==> src/inc/clerr_pkg.sv <==
// Constants, types and register map of the contactless error/status bank
package clerr_pkg;

  // ------------
  // Register byte addresses
  // ------------
  // Printed offsets 0x0A and 0x0B are not multiples of four, so they are
  // indices and the byte address is four times the index.
  localparam logic [7:0]  IDX_RECEIVE_ERROR_FLAGS = 8'h0A;
  localparam logic [7:0]  IDX_TRANSCEIVER_STATUS  = 8'h0B;
  localparam logic [7:0]  IDX_COLLISION_POSITION  = 8'h0D;
  localparam logic [7:0]  IDX_CONTROL             = 8'h10;
  localparam logic [7:0]  IDX_IRQ_STATUS          = 8'h11;
  localparam logic [7:0]  IDX_IRQ_MASK            = 8'h12;
  localparam logic [9:0]  ADDR_RECEIVE_ERROR_FLAGS = {IDX_RECEIVE_ERROR_FLAGS, 2'b00};
  localparam logic [9:0]  ADDR_TRANSCEIVER_STATUS  = {IDX_TRANSCEIVER_STATUS, 2'b00};
  localparam logic [9:0]  ADDR_COLLISION_POSITION  = {IDX_COLLISION_POSITION, 2'b00};
  localparam logic [9:0]  ADDR_CONTROL             = {IDX_CONTROL, 2'b00};
  localparam logic [9:0]  ADDR_IRQ_STATUS          = {IDX_IRQ_STATUS, 2'b00};
  localparam logic [9:0]  ADDR_IRQ_MASK            = {IDX_IRQ_MASK, 2'b00};

  // ------------
  // Field positions
  // ------------
  localparam int BIT_EEPROM_ERROR     = 7;
  localparam int BIT_WRITE_VIOLATION  = 6;
  localparam int BIT_OVERFLOW         = 5;
  localparam int BIT_SHORT_FRAME      = 4;
  localparam int BIT_EMPTY_SEND       = 3;
  localparam int BIT_COLLISION        = 2;
  localparam int BIT_PROTOCOL         = 1;
  localparam int BIT_INTEGRITY        = 0;
  localparam int BIT_CIPHER_ACTIVE    = 5;
  localparam int BIT_COLL_INDEX_VALID = 7;
  localparam int BIT_CTRL_COLL_INTEG  = 0;
  localparam int BIT_CTRL_DISTURB     = 1;
  localparam int BIT_CTRL_MULTI       = 2;

  // ------------
  // Reset values and counts
  // ------------
  localparam logic [7:0] RESET_BYTE          = 8'h00;
  localparam logic [2:0] MIN_FRAME_BITS      = 3'h4;
  localparam logic [1:0] MIN_SUPPRESS_BYTES  = 2'h3;
  localparam logic [7:0] BUFFER_DEPTH        = 8'h40;
  localparam logic [6:0] COLL_INDEX_MAX      = 7'h7F;

  // ------------
  // Transceiver state encoding (codes 3'b010 and 3'b100 unused)
  // ------------
  typedef enum logic [2:0] {
    ST_IDLE         = 3'b000,
    ST_TRANSMIT_WAIT= 3'b001,
    ST_TRANSMITTING = 3'b011,
    ST_RECEIVE_WAIT = 3'b101,
    ST_WAIT_DATA    = 3'b110,
    ST_RECEIVING    = 3'b111
  } transceiver_state_t;

  typedef enum logic [1:0] {
    HTRANS_IDLE   = 2'b00,
    HTRANS_BUSY   = 2'b01,
    HTRANS_NONSEQ = 2'b10,
    HTRANS_SEQ    = 2'b11
  } htrans_t;

  // Events reported by the sequencer and receive decoder
  typedef struct packed {
    logic       eeprom_cmd_done;
    logic       eeprom_cmd_failed;
    logic       start_receive_cmd;
    logic       start_transceive_cmd;
    logic       start_other_cmd;
    logic       auth_cmd_active;
    logic       auth_success;
    logic       crc_transmitting;
    logic       transmit_request;
    logic       frame_start;
    logic       data_bit;
    logic       data_byte;
    logic       frame_end;
    logic       collision;
    logic       collision_in_eof;
    logic [7:0] collision_bit_pos;
    logic       stop_bit_error;
    logic       sof_eof_error;
    logic       byte_count_error;
    logic       parity_crc_error;
    logic       error_flags_stored;
  } seq_events_t;

  // Receive-path outputs
  typedef struct packed {
    logic receive_done_event;
    logic frame_discard;
    logic receive_decoder;
    logic store_last_byte;
  } rx_control_t;

  // Whole block state
  typedef struct packed {
    logic [7:0]          error_flags;
    logic                cipher_active;
    transceiver_state_t  state;
    logic [6:0]          coll_index;
    logic                coll_index_valid;
    logic [7:0]          control;
    logic [7:0]          irq_status;
    logic [7:0]          irq_mask;
    logic [7:0]          buffer_level;
    logic [2:0]          frame_bits;
    logic [1:0]          frame_bytes;
    logic                in_frame;
    logic                multi_clear_pending;
    rx_control_t         rx;
    logic                ph_valid;
    logic                ph_write;
    logic [9:0]          ph_addr;
    logic [31:0]         hrdata;
  } bank_state_t;

endpackage

==> src/verilog/contactless_error_status_flags.sv <==
// Error flags and transceiver status register bank, AHB-Lite slave
//
// Functional notes
// - EEPROM command error sets bit 7
// - Buffer write in busy phases sets bit 6
// - Bit 6 cleared at command start/multi-frame store
// - Full-buffer write sets bit 5, later writes dropped
// - Under 4 bits after start: flag, discard
// - Suppression on: under 3 bytes discarded
// - Receive errors cleared at receive/wait-for-data start
// - Send with empty buffer sets bit 3
// - Collision sets bit 2, records position
// - Collision inside end symbol is ignored
// - Stop, start/end, byte count errors set bit 1
// - Protocol violation stops reception at once
// - Protocol violation drops last received byte
// - Parity or CRC error sets bit 0
// - Collision-as-integrity makes collisions set bit 0
// - Cipher bit set by authentication, host clears
// - Three-bit read-only transceiver state field
// - Collision index valid only when meaningful
`timescale 1ns/1ps
`default_nettype none

module contactless_error_status_flags
  import clerr_pkg::*;
(
  input  wire logic               hclk,
  input  wire logic               hresetn,
  input  wire logic               hsel,
  input  wire logic [31:0]        haddr,
  input  wire logic [1:0]         htrans,
  input  wire logic               hwrite,
  input  wire logic [2:0]         hsize,
  input  wire logic [31:0]        hwdata,
  input  wire logic               hready,
  output logic                    hreadyout,
  output logic                    hresp,
  output logic [31:0]             hrdata,
  input  wire transceiver_state_t sequencer_state,
  input  wire seq_events_t        events,
  input  wire logic               buffer_write,
  input  wire logic               buffer_read,
  input  wire logic               buffer_flush,
  output logic                    buffer_write_accept,
  output logic                    cipher_active,
  output logic                    receive_done_event,
  output logic                    frame_discard,
  output logic                    receive_decoder,
  output logic                    store_last_byte,
  output logic                    irq
);

  bank_state_t s;
  bank_state_t next_s;

  // ------------
  // Next-state logic
  // ------------

  // Bus decode, flag updates, receive tracking and interrupts
  always_comb begin
    logic       wr_now;
    logic       rd_now;
    logic [7:0] set_err;
    logic [7:0] clr_err;
    logic [7:0] wbyte;
    logic       busy_phase;
    logic       buf_full;
    logic       accept;
    logic       short_bits;
    logic       short_bytes;
    logic       coll_real;
    logic       prot_err;
    logic       clr_rx;
    logic       clr_wv;
    logic [7:0] irq_clr;
    logic [31:0] rdata;
    next_s      = s;
    wr_now      = s.ph_valid && s.ph_write;
    rd_now      = 1'b0;
    set_err     = RESET_BYTE;
    clr_err     = RESET_BYTE;
    wbyte       = hwdata[7:0];
    irq_clr     = RESET_BYTE;
    rdata       = 32'h00000000;
    short_bits  = 1'b0;
    short_bytes = 1'b0;
    clr_wv      = 1'b0;
    busy_phase  = events.crc_transmitting || events.auth_cmd_active ||
                  s.state == ST_RECEIVE_WAIT || s.state == ST_WAIT_DATA ||
                  s.state == ST_RECEIVING;
    buf_full    = s.buffer_level == BUFFER_DEPTH;
    accept      = buffer_write && !buf_full && !s.error_flags[BIT_OVERFLOW];
    prot_err    = events.stop_bit_error || events.sof_eof_error ||
                  events.byte_count_error;
    coll_real   = events.collision && !events.collision_in_eof;
    clr_rx      = events.start_receive_cmd ||
                  (sequencer_state == ST_WAIT_DATA &&
                   s.state != ST_WAIT_DATA);

    // Address phase capture
    next_s.ph_valid = hsel && hready && (htrans == HTRANS_NONSEQ ||
                                         htrans == HTRANS_SEQ);
    if (hsel && hready) begin
      next_s.ph_write = hwrite;
      next_s.ph_addr  = haddr[9:0];
    end

    // Read data, registered for the data phase
    if (hsel && hready && (htrans == HTRANS_NONSEQ || htrans == HTRANS_SEQ)
        && !hwrite) begin
      rd_now = 1'b1;
      if (haddr[9:0] == ADDR_RECEIVE_ERROR_FLAGS) begin
        rdata[7:0] = s.error_flags;
      end else if (haddr[9:0] == ADDR_TRANSCEIVER_STATUS) begin
        rdata[7:0] = {2'b00, s.cipher_active, 2'b00, s.state};
      end else if (haddr[9:0] == ADDR_COLLISION_POSITION) begin
        rdata[7:0] = {s.coll_index_valid, s.coll_index};
      end else if (haddr[9:0] == ADDR_CONTROL) begin
        rdata[7:0] = s.control;
      end else if (haddr[9:0] == ADDR_IRQ_STATUS) begin
        rdata[7:0] = s.irq_status;
      end else if (haddr[9:0] == ADDR_IRQ_MASK) begin
        rdata[7:0] = s.irq_mask;
      end
    end
    next_s.hrdata = rdata;

    // Register writes in the data phase
    if (wr_now) begin
      if (s.ph_addr == ADDR_TRANSCEIVER_STATUS) begin
        if (!wbyte[BIT_CIPHER_ACTIVE]) begin
          next_s.cipher_active = 1'b0;
        end
      end else if (s.ph_addr == ADDR_CONTROL) begin
        next_s.control = {5'h00, wbyte[2:0]};
      end else if (s.ph_addr == ADDR_IRQ_MASK) begin
        next_s.irq_mask = wbyte;
      end
    end
    if (events.auth_success) begin
      next_s.cipher_active = 1'b1;
    end

    // Transceiver state mirror
    next_s.state = sequencer_state;

    // EEPROM error
    if (events.eeprom_cmd_done) begin
      if (events.eeprom_cmd_failed) begin
        set_err[BIT_EEPROM_ERROR] = 1'b1;
      end else begin
        clr_err[BIT_EEPROM_ERROR] = 1'b1;
      end
    end

    // Buffer writes, violation and overflow
    if (buffer_write && busy_phase) begin
      set_err[BIT_WRITE_VIOLATION] = 1'b1;
    end
    if (buffer_write && buf_full) begin
      set_err[BIT_OVERFLOW] = 1'b1;
    end
    if (buffer_flush) begin
      next_s.buffer_level = 8'h00;
      clr_err[BIT_OVERFLOW] = 1'b1;
    end else if (accept && !(buffer_read && s.buffer_level != 8'h00)) begin
      next_s.buffer_level = s.buffer_level + 8'h01;
    end else if (!accept && buffer_read && s.buffer_level != 8'h00) begin
      next_s.buffer_level = s.buffer_level - 8'h01;
    end

    // Empty send
    if (events.transmit_request && s.buffer_level == 8'h00) begin
      set_err[BIT_EMPTY_SEND] = 1'b1;
    end

    // Clear points of the receive errors and the violation flag
    if (events.start_receive_cmd || events.start_transceive_cmd ||
        events.start_other_cmd) begin
      if (s.control[BIT_CTRL_MULTI]) begin
        next_s.multi_clear_pending = 1'b1;
      end else begin
        clr_wv = 1'b1;
      end
    end
    if (s.multi_clear_pending && events.error_flags_stored) begin
      clr_wv = 1'b1;
      next_s.multi_clear_pending = 1'b0;
    end
    if (clr_wv) begin
      clr_err[BIT_WRITE_VIOLATION] = 1'b1;
    end
    if (clr_rx) begin
      clr_err[BIT_SHORT_FRAME] = 1'b1;
      clr_err[BIT_COLLISION]   = 1'b1;
      clr_err[BIT_PROTOCOL]    = 1'b1;
      clr_err[BIT_INTEGRITY]   = 1'b1;
      next_s.coll_index        = 7'h00;
      next_s.coll_index_valid  = 1'b0;
    end

    // Receive frame tracking
    next_s.rx.receive_done_event = 1'b0;
    next_s.rx.frame_discard      = 1'b0;
    next_s.rx.store_last_byte    = 1'b0;
    if (events.frame_start) begin
      next_s.in_frame        = 1'b1;
      next_s.frame_bits      = 3'h0;
      next_s.frame_bytes     = 2'h0;
      next_s.rx.receive_decoder = 1'b1;
    end else if (s.in_frame) begin
      if (events.data_bit && s.frame_bits != MIN_FRAME_BITS) begin
        next_s.frame_bits = s.frame_bits + 3'h1;
      end
      if (events.data_byte && s.frame_bytes != MIN_SUPPRESS_BYTES) begin
        next_s.frame_bytes = s.frame_bytes + 2'h1;
      end
      if (prot_err) begin
        next_s.in_frame           = 1'b0;
        next_s.rx.receive_decoder = 1'b0;
        next_s.rx.store_last_byte = 1'b0;
        next_s.rx.receive_done_event = 1'b1;
      end else if (events.frame_end) begin
        next_s.in_frame = 1'b0;
        short_bits  = s.frame_bits < MIN_FRAME_BITS;
        short_bytes = s.control[BIT_CTRL_DISTURB] &&
                      s.frame_bytes < MIN_SUPPRESS_BYTES;
        if (short_bits || short_bytes) begin
          if (short_bits) begin
            set_err[BIT_SHORT_FRAME] = 1'b1;
          end
          next_s.rx.frame_discard   = 1'b1;
          next_s.rx.receive_decoder = 1'b1;
        end else begin
          next_s.rx.receive_done_event = 1'b1;
          next_s.rx.store_last_byte    = 1'b1;
        end
      end
    end

    // Collision and integrity
    if (coll_real) begin
      set_err[BIT_COLLISION] = 1'b1;
      if (clr_rx ||
          (!s.error_flags[BIT_COLLISION] && !s.coll_index_valid)) begin
        next_s.coll_index       = events.collision_bit_pos[6:0];
        next_s.coll_index_valid = events.collision_bit_pos[7] == 1'b0;
      end
      if (s.control[BIT_CTRL_COLL_INTEG]) begin
        set_err[BIT_INTEGRITY] = 1'b1;
      end
    end
    if (events.parity_crc_error) begin
      set_err[BIT_INTEGRITY] = 1'b1;
    end
    if (prot_err) begin
      set_err[BIT_PROTOCOL] = 1'b1;
    end

    // Set wins over clear
    next_s.error_flags = (s.error_flags & ~clr_err) | set_err;

    // Interrupt status: sticky, cleared by a read, set wins
    if (rd_now && haddr[9:0] == ADDR_IRQ_STATUS) begin
      irq_clr = 8'hFF;
    end
    next_s.irq_status = (s.irq_status & ~irq_clr) | set_err;
  end

  // ------------
  // State register
  // ------------

  // All state in one register
  always_ff @(posedge hclk or negedge hresetn) begin
    if (!hresetn) begin
      s <= '0;
    end else begin
      s <= next_s;
    end
  end

  // ------------
  // Outputs
  // ------------

  // Bus answers and block outputs
  assign hreadyout           = 1'b1;
  assign hresp               = 1'b0;
  assign hrdata              = s.hrdata;
  assign cipher_active       = s.cipher_active;
  assign receive_done_event  = s.rx.receive_done_event;
  assign frame_discard       = s.rx.frame_discard;
  assign receive_decoder     = s.rx.receive_decoder;
  assign store_last_byte     = s.rx.store_last_byte;
  assign buffer_write_accept = buffer_write &&
                               s.buffer_level != BUFFER_DEPTH &&
                               !s.error_flags[BIT_OVERFLOW];
  assign irq                 = |(s.irq_status & s.irq_mask);

endmodule

`default_nettype wire
==> config.mk <==
export PLATFORM = sky130hd
export DESIGN_NAME = contactless_error_status_flags
export DESIGN_NICKNAME = d
export VERILOG_FILES = /design/src/inc/clerr_pkg.sv /design/src/verilog/contactless_error_status_flags.sv
export SDC_FILE = /design/constraint.sdc
export NUM_CORES = 1
export LEC_CHECK = 0
export ABC_AREA = 1
export BUFFER_PORTS_ARGS = -buffer_cell sky130_fd_sc_hd__clkbuf_2
export CAP_MARGIN = 15
export CORE_MARGIN = 2
export CORE_UTILIZATION = 55
export DETAILED_ROUTE_END_ITERATION = 12
export GPL_ROUTABILITY_DRIVEN = 1
export GPL_TIMING_DRIVEN = 0
export PLACE_DENSITY = 0.86
export SYNTH_ARGS = -nofsm -noshare
export SYNTH_HDL_FRONTEND = slang
export SYNTH_SLANG_ARGS = --single-unit
==> constraint.sdc <==
create_clock -name hclk -period 3.35 [get_ports hclk]
set_input_delay 0.1675 -clock hclk [delete_from_list [all_inputs] [get_ports hclk]]
set_output_delay 0.1675 -clock hclk [all_outputs]
set_load 0.005 [all_outputs]
Word level (Yosys, flattened, before mapping). Cells that the tools add are included.

Register bits after elaboration: 78. Bits in latches: 0. RAM bits: 0. Memory bits (read-only): 0. Memories: 0.

Add/sub/neg operators: 4. Multipliers: 0. Div/mod/pow operators: 0. $lt $le $gt $ge: 2. Equality and inequality tests: 21. Shift operators: 0. Mux-type cells: 63. Bitwise operators: 10. Reduce and logical (&&, ||, !) cells: 63.

Operators with widths (count): 2-to-1 mux 8 bit (14); equality test 10 x 7 -> 1 bit, second input constant (5); equality test 10 x 6 -> 1 bit, second input constant (4); 2-to-1 mux 1 bit (39); bitwise AND 8 bit (3); logical AND 1 bit (23); inverter 8 bit (2); OR 8 bit (2); nonzero test 2 bit (7); equality test 3 bit, second input constant (4); logical OR 1 bit (12); 2-to-1 mux 6 bit (2); AND reduction 3 bit (3); nonzero test 3 bit (3); adder 8 x 1 -> 8 bit, second input constant (1); equality test 8 x 7 -> 1 bit, second input constant (1); zero test 1 bit (8); zero test 8 bit (1); 2-to-1 mux 2 bit (4); 2-to-1 mux 4 bit (2); inequality test 8 x 7 -> 1 bit, second input constant (1); nonzero test 8 bit (1); OR reduction 8 bit (1); subtractor 8 x 1 -> 8 bit, second input constant (1); other kinds (12) (19).

Depth between registers and ports, before layout.
Depth in word-level cells: 10. Gate-level depth with buffers: 16. Depth with buffers taken out: 16.

Worst setup path before layout. OpenSTA, ideal clock, no wires.

Path kind: register to register. From: register s[55] in the netlist's numbering. To: register s[62] in the netlist's numbering. Arrival time: 1.952 ns. Path slack: 1.281 ns. Stages on the path, launching flop included: 12. Buffers on the path: 0. Clock period less this slack: 2.069 ns. Path through: dfrtp_1 nor2_1 nand2_2 o21ai_2 nand2_4 ha_1 a21oi_1 o21ai_0 a21oi_1 nand3_1 nand3_1 nand2_1.

Cells in the longest elaborated chain, start to end: 8. Elaborated cells on any way between the ends: 17. Those cells by class: 2 x add/sub; 1 x eq/ne; 3 x mux; 11 x reduce/logical.

Ends and longest elaborated chain: start: declaration (RTL line contactless_error_status_flags.sv:54) `bank_state_t s;`; start signal: assignment (RTL line contactless_error_status_flags.sv:281) `s <= next_s;`; parallel branches: the longest is 8 deep, another holds subtractor 8 x 1 -> 8 bit.

Several ways; the timed one is not identified. The select of a mux whose other input is x is not followed. A chain may end at the register's enable or synchronous reset.

Worst setup path after layout.
From: register s[55] in the netlist's numbering. To: register s[59] in the netlist's numbering.

The elaborated chain is that of the path after synthesis.

==> out/summary.json <==
{
  "critical_path_arrival": {"value": 2.60, "unit": "ns"},
  "crit_type": {"value": "reg -> reg"},
  "n_fill_cell": {"value": 637},
  "die_height": {"value": 93.7, "unit": "µm"},
  "fp-row-count": {"value": 32},
  "finish.net_count": {"value": 776},
  "tightestPinTransition": {"value": 0.655, "unit": "ns"},
  "count_of_input_and_output_buffers": {"value": 72},
  "hold_buffers": {"value": 5},
  "ys.flop_type": {"value": "dfrtp_1"},
  "cts.clk_slew.worst_paths": {"value": 0.08, "unit": "ns"},
  "area.sequential": {"value": 1950, "unit": "µm²"},
  "layout.cells.most_common": {"value": "nand2_1"},
  "detail_route.vias_per_cell": {"value": 5.05},
  "synthesis.yosys.warnings": {"value": 0},
  "antenna_cells": {"value": 0},
  "die-area": {"value": 8770, "unit": "µm²"},
  "drt-total-wl": {"value": 10.0, "unit": "mm"},
  "ctsResizeCount": {"value": 0},
  "dr.pass1.iters": {"value": 5},
  "core": {"value": 7770, "unit": "µm²"},
  "vias": {"value": 3859},
  "num_io_pins": {"value": 149},
  "drive_gt1_share": {"value": 24.9, "unit": "%"},
  "initial_standard_cell_utilization_of_the_core": {"value": 56.9, "unit": "%"},
  "max_buffers_root_to_sink": {"value": 2},
  "dp_cells": {"value": 744},
  "remaining_drc_errors": {"value": 0},
  "period_minus_slack": {"value": 2.35, "unit": "ns"},
  "power.ir.vdd_worst": {"value": 0.000225, "unit": "V"},
  "routedWlPerCell": {"value": 13.1, "unit": "µm"},
  "cell_at_the_root_of_the_clock_tree": {"value": "clkbuf_8"},
  "antenna_violations_before_repair": {"value": 0},
  "pin_count_of_the_biggest_net_entering_global_routing": {"value": 45},
  "layout_worst_path_cycle_share": {"value": 70.2, "unit": "%"},
  "power.switching_fraction": {"value": 32.8, "unit": "%"},
  "overflow": {"value": 0},
  "detailedPlacementHpwl": {"value": 7.64, "unit": "mm"},
  "sw_power": {"value": 0.907, "unit": "mW"},
  "total_negative_slack_for_setup_checks": {"value": 0, "unit": "ns"},
  "clock_sink_count": {"value": 78},
  "power.share.combinational": {"value": 29.7, "unit": "%"},
  "p_clk_share": {"value": 30.3, "unit": "%"},
  "p_leak": {"value": 2.84, "unit": "nW"},
  "die_width": {"value": 93.7, "unit": "µm"},
  "clk_latency": {"value": 0.35, "unit": "ns"},
  "run_status": {"value": "complete, no violations"},
  "worstSetupEndpointType": {"value": "register"},
  "synth.ff_latch_count": {"value": 78},
  "total_cts_buffers": {"value": 9},
  "cts_post_setup_buffers_inserted": {"value": 0},
  "critical_path_rt": {"value": 3.60, "unit": "ns"},
  "slew_violations": {"value": 0},
  "power_density": {"value": 522, "unit": "nW/µm²"},
  "tritoncts": {"value": "yes"},
  "synth.yosys.seq_area_share": {"value": 44.1, "unit": "%"},
  "ys_types": {"value": 43},
  "drt_iter0_markers": {"value": 253},
  "worstHoldPathType": {"value": "in -> reg"},
  "synth_cells": {"value": 545},
  "gr-usage-all-layers": {"value": 23.6, "unit": "%"},
  "fin_skew": {"value": 0.0103, "unit": "ns"},
  "syn-mean-instance-area": {"value": 8.11, "unit": "µm²"},
  "power_report.internal_total": {"value": 1.86, "unit": "mW"},
  "maximum_clock_frequency": {"value": 425, "unit": "MHz"},
  "synth_edf_count": {"value": 0},
  "cap_violations": {"value": 0},
  "slew_headroom": {"value": 56.2, "unit": "%"},
  "cts_max_level": {"value": 3},
  "multiInputGateArea": {"value": 1980, "unit": "µm²"},
  "seq_power_share": {"value": 40.0, "unit": "%"},
  "grt_first_pass_wirelength": {"value": 16.3, "unit": "mm"},
  "area.growth.synth_to_final": {"value": 20.1, "unit": "%"},
  "finalWeightedCongestion": {"value": 0.909},
  "worstPathMaxFanout": {"value": 13},
  "asyncSetResetFlopFracSynth": {"value": 100, "unit": "%"},
  "critical_path.startpoint_type": {"value": "register"},
  "final_cell_count_no_fill": {"value": 764},
  "synth.cell_area": {"value": 4420, "unit": "µm²"},
  "grt_setup_unrepaired": {"value": "false"},
  "layout_common_cells": {"value": "nand2_1, inv_1, dfrtp_1, clkbuf_2, nand3_1"},
  "drt.antenna.violating_nets": {"value": 0},
  "finalSetupViolCount": {"value": 0},
  "via_count_of_the_first_global_routing_pass": {"value": 3608},
  "hold_viol": {"value": 0}
}
## worst paths after layout
kind / startpoint / to / slack [ns] / cells after the start
max reg2reg: s[55]$_DFFE_PN0P_ / s[59]$_DFFE_PN0P_ / 1.0 / 13
min in group asynchronous: hresetn / s[65]$_DFFE_PN0P_ / 0.34 / 2
min reg2reg: s[48]$_DFFE_PN0P_ / s[48]$_DFFE_PN0P_ / 0.47 / 1
max: s[55]$_DFFE_PN0P_ / s[59]$_DFFE_PN0P_ / 1.0 / 13
max in group asynchronous: hresetn / s[76]$_DFF_PN0_ / 2.44 / 3
min: events[21] / cipher_active$_DFFE_PN0P_ / 0.007 / 3
## stage by stage
stage          hold slack (ns)  cell area [µm²]  setup WS [ns]  power (mW)  util, %
2_1_floorplan           -0.128             4510           1.28        1.71        -
3_3_place_gp             0.293             5000           1.07        1.89     64.4
3_5_place_dp             0.185             5020           1.02        1.93     64.7
4_1_cts               0.000761             5310          0.991        2.77     68.3
5_1_grt                 0.0101             5310          0.815        2.94     68.3
6_report               0.00672             5310          0.998        2.77     68.3
## cell type report
type,instances,area share [%]
timing repair buffer,78,8.15
sequential,78,36.8
multi-input combinational,373,37.3
inverter,81,5.73
tap,102,2.40
buffer,37,5.16
clock inverter,4,1.79
clock buffer,11,2.66
## power groups by stage
stage | registers [mW] | clock network (mW) | logic (mW)
floorplan | 1.10 | 0 | 0.612
CTS | 1.11 | 0.842 | 0.821
detailed placement | 1.12 | 0 | 0.804
global placement | 1.12 | 0 | 0.770
finish | 1.11 | 0.838 | 0.823
global route | 1.12 | 0.891 | 0.929
## routing by layer
metal	part of all wire (%)	vias up	track usage [%]	routed length (µm)
met5	0	-	0	0
met4	2.8	0	9.18	281
met3	5.7	23	2.65	567
met2	48	141	40.2	4840
met1	43	1767	31.2	4340
li1	-	1928	-	-
## cell families after synthesis
| logic type | synth area share [%] |
|---|---|
| XOR/XNOR | 0.396 |
| AO/OA/AOI/OAI | 10.7 |
| flip-flops | 44.1 |
| AND/OR/NAND/NOR | 27.0 |
| buffers and inverters | 13.1 |
| adder cells (fa/ha/maj) | 3.00 |
| multiplexers | 1.50 |
| other | 0.170 |
## flip-flops by register name, indices dropped and copies added, names as in the netlist, named ones only
register,cells
s,64
cipher_active,1
receive_decoder,1
hrdata,8
frame_discard,1
store_last_byte,1
receive_done_event,1
## cells in the mapped netlist (4+ instances only)
master | number | area [µm²]
nand2_1 | 112 | 420
inv_1 | 80 | 300
dfrtp_1 | 78 | 1950
nand3_1 | 50 | 250
nor2_1 | 45 | 169
buf_4 | 34 | 255
o21ai_0 | 30 | 150
a21oi_1 | 19 | 95.1
nand4_1 | 10 | 62.6
o21ai_2 | 10 | 87.6
ha_1 | 9 | 113
nor3_1 | 6 | 30.0
mux2_2 | 5 | 56.3
nand2_2 | 5 | 31.3
nor2_2 | 5 | 31.3
nor2_4 | 5 | 56.3
o21ai_1 | 5 | 25.0
nand3_2 | 4 | 40.0
## worst max-delay path, cell delays in order, from the launching register on
cell	delay, ns
dfrtp_1	0.47
nor2_1	0.15
nand2_2	0.11
o21ai_2	0.24
nand2_4	0.16
fa_1	0.44
nand2_1	0.09
inv_1	0.05
nor2_1	0.13
o21bai_1	0.10
xnor2_1	0.14
inv_1	0.06
nand2_1	0.05
o21ai_1	0.06
(Power assumes the default switching activity.)
